--- src/nvpo_dummy_end.sv ---
`timescale 1ns/1ps
`default_nettype none
`default_nettype wire

--- src/nvpo_pkg.sv ---
package nvpo_pkg;

    // Register byte offsets on the APB bus
    localparam logic [7:0] OFS_CMD_STATUS = 8'h00;
    localparam logic [7:0] OFS_CMD_CONFIG = 8'h04;
    localparam logic [7:0] OFS_ERR_CONFIG = 8'h08;
    localparam logic [7:0] OFS_ERR_STATUS = 8'h0C;
    localparam logic [7:0] OFS_PARAM_INDEX = 8'h10;
    localparam logic [7:0] OFS_PARAM_WORD0 = 8'h14;
    localparam logic [7:0] OFS_PARAM_WORD1 = 8'h18;
    localparam logic [7:0] OFS_PARAM_WORD2 = 8'h1C;
    localparam logic [7:0] OFS_PARAM_WORD3 = 8'h20;
    localparam logic [7:0] OFS_PFLASH_PROT = 8'h24;
    localparam logic [7:0] OFS_EEPROM_PROT = 8'h28;
    localparam logic [7:0] OFS_PROT_STATUS = 8'h2C;

    // Field positions
    localparam int CST_CMD_COMPLETE = 7;
    localparam int CST_ACCESS_ERROR = 5;
    localparam int CST_PROT_VIOLATION = 4;
    localparam int CCFG_CMD_COMPLETE_IE = 7;
    localparam int ECFG_SINGLE_FAULT_IE = 0;
    localparam int EST_SINGLE_FAULT = 0;
    localparam int PST_OVERRIDE_ACTIVE = 7;

    // Reset values
    localparam logic [7:0] PFLASH_PROT_RST = 8'h00;
    localparam logic [7:0] EEPROM_PROT_RST = 8'h00;
    localparam logic [2:0] PARAM_INDEX_RST = 3'h0;
    localparam logic [15:0] PARAM_WORD_RST = 16'h0000;

    // Command encoding
    localparam logic [7:0] CMD_PROT_OVERRIDE = 8'h13;
    localparam logic [15:0] KEY_ERASED = 16'hFFFF;
    localparam logic [1:0] SEL_NONE = 2'h0;
    localparam logic [2:0] IDX_KEY_ONLY = 3'h1;
    localparam logic [2:0] IDX_PFLASH = 3'h2;
    localparam logic [2:0] IDX_EEPROM = 3'h3;

    // Execution time of one command, in clock cycles
    localparam int CNT_W = 4;
    localparam logic [CNT_W-1:0] EXEC_CYCLES = 4'h4;

endpackage

--- src/nvpo_sync.sv ---
`timescale 1ns/1ps
`default_nettype none

// Two-stage synchroniser; stage one is read only by stage two
module nvpo_sync #(
    parameter int W = 1
) (
    input wire logic clk,
    input wire logic rst_n,
    input wire logic [W-1:0] d,
    output logic [W-1:0] q
);

    logic [W-1:0] meta_r;

    always_ff @(posedge clk or negedge rst_n) begin
        if (!rst_n) begin
            meta_r <= '0;
            q <= '0;
        end else begin
            meta_r <= d;
            q <= meta_r;
        end
    end

endmodule // nvpo_sync

`default_nettype wire

--- src/nvpo_top.sv ---
//
// Behaviour
// (RULE_01) Software puts command 0x13 in word0 upper byte, selection in bits 1:0.
// (RULE_02) Software puts key in word1, new flash byte in word2, eeprom byte word3.
// (RULE_03) An all-ones supplied key is invalid and disables the override.
// (RULE_04) A valid key differing from the stored key disables the override.
// (RULE_05) On match, save both protection registers, then overwrite selected ones.
// (RULE_06) Selection bit 0 updates flash protection, bit 1 updates eeprom protection.
// (RULE_07) Override values are taken unrestricted, raising or lowering protection.
// (RULE_08) A successful override sets the override-active status bit.
// (RULE_09) Bad or invalid key restores both registers and clears override-active.
// (RULE_10) An erased stored key keeps the override feature disabled for good.
// (RULE_11) A launch with access error leaves both protection registers unchanged.
// (RULE_12) The save area holds one entry, refreshed by each override.
// (RULE_13) Direct writes during an override are lost on restore.
// (RULE_14) Restore reloads saved values, never reset values.
// (RULE_15) Access error unless parameter index is 001, 010 or 011.
// (RULE_16) Access error when the command is unavailable in the present mode.
// (RULE_17) Access error when a restore is needed but override-active is clear.
// (RULE_18) Access error when selection is 00 and index is 010 or 011.
// (RULE_19) Access error when selection is 00, index 001 and key valid.
// (RULE_20) Command interrupt follows complete flag and its enable.
// (RULE_21) Error interrupt follows single-fault flag and its enable.
// (RULE_22) Wait mode does not disturb the block; command interrupt still wakes.
// (RULE_23) Clearing complete flag launches; the device sets it again when done.
// (RULE_24) No violation or verify status for this command, only access error.
//
// Our own choices: the APB slave port and the register offsets.
`timescale 1ns/1ps
`default_nettype none

module nvpo_top (
    input wire logic pclk,
    input wire logic presetn,
    input wire logic psel,
    input wire logic penable,
    input wire logic pwrite,
    input wire logic [7:0] paddr,
    input wire logic [31:0] pwdata,
    output logic [31:0] prdata,
    output logic pready,
    output logic pslverr,
    input wire logic [15:0] cfg_key,
    input wire logic cmd_allowed,
    input wire logic single_fault_evt,
    output logic cmd_irq,
    output logic err_irq
);

    typedef enum logic {NVPO_IDLE, NVPO_BUSY} nvpo_state_t;

    nvpo_state_t st_r;
    logic [nvpo_pkg::CNT_W-1:0] cnt_r;
    logic pready_r, pslverr_r;
    logic [31:0] prdata_r;
    logic [15:0] word0_r, word1_r, word2_r, word3_r;
    logic [2:0] idx_r;
    logic cmd_complete_flag_r, access_error_r, prot_violation_r;
    logic cmd_complete_irq_en_r, single_fault_irq_en_r, single_fault_flag_r;
    logic [7:0] pflash_prot_r, eeprom_prot_r, save_pflash_r, save_eeprom_r;
    logic override_active_r;
    logic cmd_irq_r, err_irq_r;
    logic sf_sync, sf_prev_r, sf_rise;
    logic setup, wr_acc, busy, launch, done;
    logic [31:0] rd_data;
    logic rd_hit;
    logic key_valid, key_match, need_restore, cmd_err;
    logic [1:0] sel;

    // Fault strobe comes from the array read path, so resynchronise it
    nvpo_sync #(.W(1)) u_sf_sync (
        .clk(pclk),
        .rst_n(presetn),
        .d(single_fault_evt),
        .q(sf_sync)
    );

    assign setup = psel & ~penable;
    assign wr_acc = psel & penable & pready_r & pwrite;
    assign busy = (st_r == NVPO_BUSY);
    // Writing one to the set complete flag clears it and starts the command
    assign launch = wr_acc && (paddr == nvpo_pkg::OFS_CMD_STATUS) && // RULE_23
                    pwdata[nvpo_pkg::CST_CMD_COMPLETE] && cmd_complete_flag_r;
    assign done = busy && (cnt_r == '0);
    assign sf_rise = sf_sync & ~sf_prev_r;
    assign sel = word0_r[1:0];

    // Key check and launch errors, judged on frozen parameters at completion
    always_comb begin
        key_valid = (word1_r != nvpo_pkg::KEY_ERASED); // RULE_03
        key_match = key_valid && (cfg_key != nvpo_pkg::KEY_ERASED) && // RULE_10
                    (word1_r == cfg_key); // RULE_04
        need_restore = !key_match;
        cmd_err = (word0_r[15:8] != nvpo_pkg::CMD_PROT_OVERRIDE) ||
                  !(idx_r == nvpo_pkg::IDX_KEY_ONLY || idx_r == nvpo_pkg::IDX_PFLASH ||
                    idx_r == nvpo_pkg::IDX_EEPROM) || // RULE_15
                  !cmd_allowed || // RULE_16
                  (need_restore && !override_active_r) || // RULE_17
                  (sel == nvpo_pkg::SEL_NONE && (idx_r == nvpo_pkg::IDX_PFLASH ||
                    idx_r == nvpo_pkg::IDX_EEPROM)) || // RULE_18
                  (sel == nvpo_pkg::SEL_NONE && idx_r == nvpo_pkg::IDX_KEY_ONLY &&
                    key_valid); // RULE_19
    end

    // Read decode; unmapped addresses answer with an error and zero data
    always_comb begin
        rd_data = 32'h0000_0000;
        rd_hit = 1'b1;
        unique case (paddr)
            nvpo_pkg::OFS_CMD_STATUS: begin
                rd_data[nvpo_pkg::CST_CMD_COMPLETE] = cmd_complete_flag_r;
                rd_data[nvpo_pkg::CST_ACCESS_ERROR] = access_error_r;
                rd_data[nvpo_pkg::CST_PROT_VIOLATION] = prot_violation_r;
            end
            nvpo_pkg::OFS_CMD_CONFIG:
                rd_data[nvpo_pkg::CCFG_CMD_COMPLETE_IE] = cmd_complete_irq_en_r;
            nvpo_pkg::OFS_ERR_CONFIG:
                rd_data[nvpo_pkg::ECFG_SINGLE_FAULT_IE] = single_fault_irq_en_r;
            nvpo_pkg::OFS_ERR_STATUS:
                rd_data[nvpo_pkg::EST_SINGLE_FAULT] = single_fault_flag_r;
            nvpo_pkg::OFS_PARAM_INDEX: rd_data[2:0] = idx_r;
            nvpo_pkg::OFS_PARAM_WORD0: rd_data[15:0] = word0_r;
            nvpo_pkg::OFS_PARAM_WORD1: rd_data[15:0] = word1_r;
            nvpo_pkg::OFS_PARAM_WORD2: rd_data[15:0] = word2_r;
            nvpo_pkg::OFS_PARAM_WORD3: rd_data[15:0] = word3_r;
            nvpo_pkg::OFS_PFLASH_PROT: rd_data[7:0] = pflash_prot_r;
            nvpo_pkg::OFS_EEPROM_PROT: rd_data[7:0] = eeprom_prot_r;
            nvpo_pkg::OFS_PROT_STATUS:
                rd_data[nvpo_pkg::PST_OVERRIDE_ACTIVE] = override_active_r;
            default: rd_hit = 1'b0;
        endcase
    end

    // APB handshake: no wait states, data and error captured in setup
    always_ff @(posedge pclk or negedge presetn) begin
        if (!presetn) begin
            pready_r <= 1'b0;
            pslverr_r <= 1'b0;
            prdata_r <= 32'h0000_0000;
        end else begin
            pready_r <= setup;
            if (setup) begin
                pslverr_r <= !rd_hit;
                prdata_r <= pwrite ? 32'h0000_0000 : rd_data;
            end else if (pready_r) begin
                pslverr_r <= 1'b0;
                prdata_r <= 32'h0000_0000;
            end
        end
    end

    // Parameter words are frozen while a command runs
    always_ff @(posedge pclk or negedge presetn) begin
        if (!presetn) begin
            idx_r <= nvpo_pkg::PARAM_INDEX_RST;
            word0_r <= nvpo_pkg::PARAM_WORD_RST;
            word1_r <= nvpo_pkg::PARAM_WORD_RST;
            word2_r <= nvpo_pkg::PARAM_WORD_RST;
            word3_r <= nvpo_pkg::PARAM_WORD_RST;
        end else if (wr_acc && !busy) begin
            unique case (paddr)
                nvpo_pkg::OFS_PARAM_INDEX: idx_r <= pwdata[2:0];
                nvpo_pkg::OFS_PARAM_WORD0: word0_r <= pwdata[15:0];
                nvpo_pkg::OFS_PARAM_WORD1: word1_r <= pwdata[15:0];
                nvpo_pkg::OFS_PARAM_WORD2: word2_r <= pwdata[15:0];
                nvpo_pkg::OFS_PARAM_WORD3: word3_r <= pwdata[15:0];
                default: ;
            endcase
        end
    end

    // Enables, plain software bits
    always_ff @(posedge pclk or negedge presetn) begin
        if (!presetn) begin
            cmd_complete_irq_en_r <= 1'b0;
            single_fault_irq_en_r <= 1'b0;
        end else if (wr_acc) begin
            if (paddr == nvpo_pkg::OFS_CMD_CONFIG)
                cmd_complete_irq_en_r <= pwdata[nvpo_pkg::CCFG_CMD_COMPLETE_IE];
            if (paddr == nvpo_pkg::OFS_ERR_CONFIG)
                single_fault_irq_en_r <= pwdata[nvpo_pkg::ECFG_SINGLE_FAULT_IE];
        end
    end

    // Sequencer: count down the execution time after launch
    always_ff @(posedge pclk or negedge presetn) begin
        if (!presetn) begin
            st_r <= NVPO_IDLE;
            cnt_r <= '0;
        end else begin
            unique case (st_r)
                NVPO_IDLE: if (launch) begin
                    st_r <= NVPO_BUSY;
                    cnt_r <= nvpo_pkg::EXEC_CYCLES - 4'h1;
                end
                NVPO_BUSY: begin
                    if (done) begin
                        st_r <= NVPO_IDLE;
                    end else begin
                        cnt_r <= cnt_r - 4'h1;
                    end
                end
            endcase
        end
    end

    // Command status; error bits are write-one-to-clear, set wins
    always_ff @(posedge pclk or negedge presetn) begin
        if (!presetn) begin
            cmd_complete_flag_r <= 1'b1;
            access_error_r <= 1'b0;
            prot_violation_r <= 1'b0;
        end else begin
            if (launch)
                cmd_complete_flag_r <= 1'b0; // RULE_23
            else if (done)
                cmd_complete_flag_r <= 1'b1; // RULE_23
            if (done && cmd_err)
                access_error_r <= 1'b1; // RULE_24
            else if (wr_acc && paddr == nvpo_pkg::OFS_CMD_STATUS &&
                     pwdata[nvpo_pkg::CST_ACCESS_ERROR])
                access_error_r <= 1'b0;
            // Violation is never raised by this command, only cleared
            if (wr_acc && paddr == nvpo_pkg::OFS_CMD_STATUS &&
                pwdata[nvpo_pkg::CST_PROT_VIOLATION])
                prot_violation_r <= 1'b0; // RULE_24
        end
    end

    // Single-bit fault flag; a new fault in the clearing cycle is kept
    always_ff @(posedge pclk or negedge presetn) begin
        if (!presetn) begin
            sf_prev_r <= 1'b0;
            single_fault_flag_r <= 1'b0;
        end else begin
            sf_prev_r <= sf_sync;
            if (sf_rise)
                single_fault_flag_r <= 1'b1;
            else if (wr_acc && paddr == nvpo_pkg::OFS_ERR_STATUS &&
                     pwdata[nvpo_pkg::EST_SINGLE_FAULT])
                single_fault_flag_r <= 1'b0;
        end
    end

    // Protection registers, save area and override status
    always_ff @(posedge pclk or negedge presetn) begin
        if (!presetn) begin
            pflash_prot_r <= nvpo_pkg::PFLASH_PROT_RST;
            eeprom_prot_r <= nvpo_pkg::EEPROM_PROT_RST;
            save_pflash_r <= nvpo_pkg::PFLASH_PROT_RST;
            save_eeprom_r <= nvpo_pkg::EEPROM_PROT_RST;
            override_active_r <= 1'b0;
        end else if (done) begin
            if (cmd_err) begin // RULE_11
                // Failed launch touches nothing
            end else if (key_match) begin
                save_pflash_r <= pflash_prot_r; // RULE_05 RULE_12
                save_eeprom_r <= eeprom_prot_r; // RULE_05 RULE_12
                if (sel[0])
                    pflash_prot_r <= word2_r[7:0]; // RULE_06 RULE_07
                if (sel[1])
                    eeprom_prot_r <= word3_r[7:0]; // RULE_06 RULE_07
                override_active_r <= 1'b1; // RULE_08
            end else begin
                // Saved copy wins over any direct write made meanwhile
                pflash_prot_r <= save_pflash_r; // RULE_09 RULE_13 RULE_14
                eeprom_prot_r <= save_eeprom_r; // RULE_09 RULE_13 RULE_14
                override_active_r <= 1'b0; // RULE_09
            end
        end else if (wr_acc && !busy) begin
            if (paddr == nvpo_pkg::OFS_PFLASH_PROT)
                pflash_prot_r <= pwdata[7:0];
            if (paddr == nvpo_pkg::OFS_EEPROM_PROT)
                eeprom_prot_r <= pwdata[7:0];
        end
    end

    // Interrupt requests; no wait-mode gating so completion can wake the core
    always_ff @(posedge pclk or negedge presetn) begin
        if (!presetn) begin
            cmd_irq_r <= 1'b0;
            err_irq_r <= 1'b0;
        end else begin
            cmd_irq_r <= cmd_complete_flag_r & cmd_complete_irq_en_r; // RULE_20 RULE_22
            err_irq_r <= single_fault_flag_r & single_fault_irq_en_r; // RULE_21
        end
    end

    assign prdata = prdata_r;
    assign pready = pready_r;
    assign pslverr = pslverr_r;
    assign cmd_irq = cmd_irq_r;
    assign err_irq = err_irq_r;
endmodule // nvpo_top

`default_nettype wire

--- config.mk ---
export PLATFORM = sky130hd
export DESIGN_NAME = nvpo_top
export DESIGN_NICKNAME = d
export VERILOG_FILES = /design/src/nvpo_dummy_end.sv /design/src/nvpo_pkg.sv /design/src/nvpo_sync.sv /design/src/nvpo_top.sv
export SDC_FILE = /design/constraint.sdc
export NUM_CORES = 1
export LEC_CHECK = 0
export CAP_MARGIN = 5
export CORE_MARGIN = 1
export CORE_UTILIZATION = 65
export DETAILED_ROUTE_END_ITERATION = 10
export DONT_BUFFER_PORTS = 1
export GPL_TIMING_DRIVEN = 0
export HOLD_SLACK_MARGIN = 0.06
export PLACE_DENSITY = 0.85
export SLEW_MARGIN = 20
export SYNTH_ARGS = -nofsm -noshare
export SYNTH_HDL_FRONTEND = slang
export SYNTH_SLANG_ARGS = --single-unit
--- constraint.sdc ---
create_clock -name pclk -period 4.5 [get_ports pclk]
set_clock_uncertainty 0.05 [all_clocks]
set_input_delay 0.675 -clock pclk [delete_from_list [all_inputs] [get_ports pclk]]
set_output_delay 0.675 -clock pclk [all_outputs]
set_load 0.02 [all_outputs]
Word level (Yosys, flattened, before mapping)
Cells that the tools add are included.
- $add $sub $neg: 1
- multiply operators: 0
- div/mod/pow operators: 0
- magnitude comparators: 0
- eq/ne operators: 23
- shifts and indexed selects: 0
- muxes and demuxes: 38
- bitwise gates (word level): 11
- reduce and logical (&&, ||, !) cells: 52
- operators with widths (cell ; count):
    two-way mux 8 bit ; 12
    two-way mux 32 bit ; 2
    equality test 8 x 5 -> 1 bit (second input constant) ; 4
    equality test 8 x 6 -> 1 bit (second input constant) ; 4
    != test 16 bit (second input constant) ; 2
    one-hot mux 8 bit (4 select lines) ; 1
    one-hot mux 2 bit (7 select lines) ; 2
    one-hot mux 1 bit (9 select lines) ; 2
    AND reduction 2 bit ; 9
    equality test 16 bit ; 1
    equality test 8 x 4 -> 1 bit (second input constant) ; 2
    two-way mux 16 bit ; 1
    logical AND 1 bit ; 15
    nonzero test 2 bit ; 7
    two-way mux 1 bit ; 12
    one-hot mux 1 bit (6 select lines) ; 2
    OR reduction 12 bit ; 1
    equality test 8 x 3 -> 1 bit (second input constant) ; 1
    zero test 8 bit ; 1
    logical OR 1 bit ; 8
    two-way mux 4 bit ; 2
    != test 8 x 5 -> 1 bit (second input constant) ; 1
    one-hot mux 4 bit (2 select lines) ; 1
    AND reduction 4 bit ; 2
    other kinds (12) ; 30
- register bits: 149
- bits in latches: 0
- bits in writable memories: 0
- memory bits (read-only): 0
- input bits: 63
- output and inout port bits: 36
- memories kept: 0

Depth between registers and ports, before layout
- word-level depth: 11
- depth in mapped cells: 10
- depth with buffers taken out: 8

Modules after synthesis
Synthesis repeated with hierarchy kept, for this count alone.
- cells, all modules: 529
- area total of the unflattened synthesis: 6361.1 um2
- by module, submodules not included (module ; instances ; cells each ; area an instance (um2)):
    nvpo_top ; 1 ; 527 ; 6311.1
    nvpo_sync ; 1 ; 2 ; 50.0

Worst setup path before layout
Ideal clock, no wire load.
- path type: input to register
- start: in paddr[5]
- end: reg word2_r[10]
- data arrival time: 2458 ps
- data required time: 4325 ps
- slack: 1867 ps
- stages on the path: 8
- buffers on the path: 3
- cell sequence: or4b_1 > buf_2 > nor2b_1 > buf_2 > inv_1 > nor2_2 > buf_4 > mux2_2
- cells in the longest elaborated chain, start to end: 2
- ends and longest elaborated chain (what ; line ; text):
    from (decl) ; nvpo_top.sv:38 ; input wire logic [7:0] paddr,
    equality test 8 x 5 -> 1 bit ; nvpo_top.sv:161 ; unique case (paddr)
    AND reduction 2 bit (no line) ; n/a ;
    to (signal assigned) ; nvpo_top.sv:158 ; word2_r <= nvpo_pkg::PARAM_WORD_RST;
    to (signal assigned) ; nvpo_top.sv:165 ; nvpo_pkg::OFS_PARAM_WORD2: word2_r <= pwdata[15:0];
    to (decl) ; nvpo_top.sv:56 ; logic [15:0] word0_r, word1_r, word2_r, word3_r;
Every way passes these cells.
A chain may end at the register's enable or synchronous reset.

Worst setup path after layout
- start: reg cnt_r[0] in the netlist's numbering
- end: reg eeprom_prot_r[3]
- cells in the longest elaborated chain, start to end: 4
- ends and longest elaborated chain (what ; line ; text):
    from (decl) ; nvpo_top.sv:53 ; logic [nvpo_pkg::CNT_W-1:0] cnt_r;
    from (signal assigned) ; nvpo_top.sv:194 ; cnt_r <= nvpo_pkg::EXEC_CYCLES - 4'h1;
    from (signal assigned) ; nvpo_top.sv:200 ; cnt_r <= cnt_r - 4'h1;
    zero test 4 bit * ; nvpo_top.sv:84 ; assign done = busy && (cnt_r == '0);
    logical AND 1 bit * ; nvpo_top.sv:84 ;
    != test 3 bit (no line), or another cell as far along ; n/a ;
    AND reduction 4 bit (no line) ; n/a ;
    to (signal assigned) ; nvpo_top.sv:249 ; eeprom_prot_r <= nvpo_pkg::EEPROM_PROT_RST;
    to (signal assigned) ; nvpo_top.sv:262 ; eeprom_prot_r <= word3_r[7:0];
    to (signal assigned) ; nvpo_top.sv:267 ; eeprom_prot_r <= save_eeprom_r;
    to (decl) ; nvpo_top.sv:60 ; logic [7:0] pflash_prot_r, eeprom_prot_r, save_pflash_r, save_eeprom_r;
Every way passes the cells marked *; elsewhere a longest branch is shown, timed or not.

==> qor.json <==
{
  "sta": {
    "final.setup.worst_slack_ns": 1.463,
    "rsz0062_at_grt": "false",
    "fin_setup_tns_ns": 0,
    "worstMarginPinSlew_ns": 0.9446,
    "timing.final.hold_violations": 0,
    "max_clock_freq_ghz": 0.3292,
    "timing_max_transition_violations_final": 0,
    "timing.slew.headroom": 0.3680,
    "layout_min_cycle_time_ns": 3.037,
    "worst_hold_slack_ns": 0.03441,
    "timing.final.crit_share": 0.6750,
    "setup_violations": 0
  },
  "place": {
    "numPortBuffers": 0,
    "placed_area_mm2": 0.006579,
    "cell_count_after_placement": 673,
    "placement.setup.worst_slack_ns": 1.302,
    "globalplace.congestion": 0.9644,
    "detailed_place_hpwl_um": 11200
  },
  "global_routing": {
    "global_route_wire_length_before_repair_um": 26650,
    "grt_pass1_vias": 4876,
    "antenna_violations_before_repair": 0,
    "grt-ovfl-total": 0,
    "grt_start_max_net_pins": 134,
    "grt_usage": 0.3585
  },
  "finish": {
    "register_area_mm2": 0.003329,
    "finalInstanceArea_mm2": 0.007226,
    "layout_common_cells": "sky130_fd_sc_hd__dfrtp_1, sky130_fd_sc_hd__mux2_2, sky130_fd_sc_hd__nor2_1",
    "final_layout_size_suffix_gt1_frac": 0.2981,
    "design.final.nets": 628,
    "area_growth_syn_to_layout_pct": 13.59,
    "layout_commonest_cell": "sky130_fd_sc_hd__dfrtp_1",
    "fillCellCount": 617,
    "final_cells": 706,
    "multi_input_area_mm2": 0.002849,
    "antenna_diode_instance_count": 0
  },
  "floorplanning": {
    "area_of_the_core_region_mm2": 0.009371,
    "floorplan.die.width_um": 100.9,
    "die-height_um": 100.9,
    "floorplan.io_pins": 99,
    "floorplan.die_area_mm2": 0.01019,
    "initial_core_util": 0.6788,
    "num_rows": 35
  },
  "power_and_ir_drop": {
    "powerDensity_mw_per_mm2": 382.7,
    "power_report.internal_total_mw": 2.144,
    "power.ir.vdd_worst_mv": 0.3130,
    "pwr-share-seq": 0.439,
    "leakagePower_nw": 3.504,
    "p_clk_frac": 0.524,
    "power.switching_mw": 0.6218,
    "swShare": 0.2248,
    "comb_pwr_share": 0.037
  },
  "yosys": {
    "synthesis.instances": 529,
    "netlist.area_leader.share": 0.5193,
    "synth-seq-area-share": 0.5234,
    "synth_cell_type_count": 48,
    "synth_warnings": 0,
    "synthDominantAreaCellType": "sky130_fd_sc_hd__dfrtp_1",
    "syn_area_per_cell_um2": 12.02,
    "synth_seq_cells": 133,
    "synth_top_cells_by_area": "sky130_fd_sc_hd__dfrtp_1, sky130_fd_sc_hd__mux2_2, sky130_fd_sc_hd__a22oi_1",
    "syn_area_mm2": 0.006361
  },
  "routing": {
    "detailedRoute.firstIterationViolations": 379,
    "drcViolationCount": 0,
    "finalWirelength_um": 16900,
    "routedWlPerCell_um": 23.93,
    "route.vias.total": 4789,
    "vias_per_cell": 6.783,
    "detail_route.first_pass.iterations": 6,
    "number_of_nets_with_antenna_violations_after_detailed_routing": 0
  },
  "clocking": {
    "cts.sink_count": 133,
    "cts-buffers-inserted": 17,
    "clock_insertion_delay_worst_skew_ns": 0.53,
    "cts_max_path_buffers": 2,
    "cts.repair_timing.setup_buffer_count": 0,
    "ctsRootBufferMaster": "sky130_fd_sc_hd__clkbuf_8",
    "h_tree_depth": 4,
    "cts_tree": "done",
    "clkSlewWorstSetupHoldPaths_ns": 0.06
  },
  "worst_hold_path": {
    "min_path_type": "in -> async"
  },
  "outcome": {
    "status": "finished clean"
  },
  "critical_path": {
    "reg2reg_depth": 9,
    "critical_path.startpoint_type": "flip-flop",
    "crit_fanout": 10,
    "end_kind": "flip-flop",
    "worstSetupPathType": "reg -> reg",
    "timing.critical_path.required_ns": 4.86,
    "worst_ep_arrival_time_ns": 3.40
  },
  "job": {
    "max_cap_violations": 0
  }
}
## synth_stat cells, drive strengths merged
master,number
and3,2
nand2,30
a21o,2
mux2i,17
o21ai,16
a221oi,5
nand2b,3
nor2,34
nand4,12
mux2,99
xor2,9
dfrtp,132
a211o,1
a22o,12
or4b,1
nor4,8
or2,1
a211oi,2
a22oi,28
or3,1
conb,1
nor3,6
o211ai,1
clkbuf,8
nor4b,3
and2,3
inv,8
and3b,1
ha,1
o31ai,1
nand3b,3
a222oi,6
xnor2,8
buf,27
nand4b,1
nand3,7
dfstp,1
nor2b,4
a31oi,5
a21oi,19
## worst paths after layout
| kind | startpoint | endpoint | slack [ns] |
|---|---|---|---|
| setup / recovery | cnt_r[0] | eeprom_prot_r[3] | 1.46 |
| hold / removal | presetn | u_sf_sync.q | 0.03 |
| setup reg to reg | cnt_r[0] | eeprom_prot_r[3] | 1.46 |
| hold reg to reg | u_sf_sync.meta_r | u_sf_sync.q | 0.33 |
| max in group asynchronous | presetn | override_active_r | 3.83 |
| min in group pclk | single_fault_evt | u_sf_sync.meta_r | 0.12 |
## metrics by stage
step	utilization	power [mW]
floorplan	-	1.296
global placement	0.7020	1.306
detailed placement	0.7020	1.310
CTS	0.7710	2.772
global route	0.7710	2.840
finish	0.7710	2.765
## repair_timing
item                                   CTS  global route
resized for setup                        0             0
hold buffers                             1             0
setup endpoints to repair                0             0
endpoints found under the hold margin  133             0
## registers in the layout (all words and copies together), names as in the netlist, 3 cells and up
signal         cells
cnt_r              4
eeprom_prot_r      8
idx_r              3
pflash_prot_r      8
prdata            16
save_eeprom_r      8
save_pflash_r      8
word0_r           16
word1_r           16
word2_r           16
word3_r           16
## power by group through the flow
stage               combinational [mW]  clock (mW)  sequential [mW]
detailed placement              0.0747           0             1.24
CTS                              0.102        1.46             1.21
floorplan                       0.0627           0             1.23
global route                     0.113        1.51             1.21
finish                           0.101        1.45             1.21
global placement                0.0709           0             1.24
## routing by layer
| metal | GRT usage | up-vias | part of all wire |
|---|---|---|---|
| met5 | 0 | - | 0 |
| met4 | 0.1672 | 0 | 0.035 |
| met3 | 0.08183 | 60 | 0.097 |
| met2 | 0.5938 | 312 | 0.49 |
| met1 | 0.4496 | 2415 | 0.38 |
| li1 | - | 2002 | - |
## logic make-up (layout without fill, tap and decap cells)
kind of cell,count (synthesis),count (layout),share of synthesized area
AO/OA/AOI/OAI,98,98,0.1125
XOR/XNOR,17,17,0.02341
adder cells (fa/ha/maj),1,1,0.001967
buffers and inverters,43,76,0.03757
flip-flops,133,133,0.5234
multiplexers,116,116,0.2020
other,1,16,0.0005895
AND/OR/NAND/NOR,120,120,0.09855
## worst max-delay path, cell delays in order (launching register included)
cell and delay [ns]:
sky130_fd_sc_hd__dfrtp_1 0.41, sky130_fd_sc_hd__inv_1 0.07, sky130_fd_sc_hd__ha_1 0.16, sky130_fd_sc_hd__nor2b_1 0.21
sky130_fd_sc_hd__and3b_1 0.19, sky130_fd_sc_hd__clkbuf_1 0.31, sky130_fd_sc_hd__clkbuf_1 0.55, sky130_fd_sc_hd__clkbuf_1 0.53
sky130_fd_sc_hd__a21oi_1 0.16, sky130_fd_sc_hd__mux2_2 0.30
## final cells by class
type,instances,area share
buffer,35,0.02892
clock buffer,17,0.05732
clock inverter,15,0.02840
inverter,8,0.004156
multi-input combinational,368,0.3943
sequential,133,0.4608
tap,129,0.02234
timing repair buffer,1,0.003810
Power figures use the tool's default switching activity.
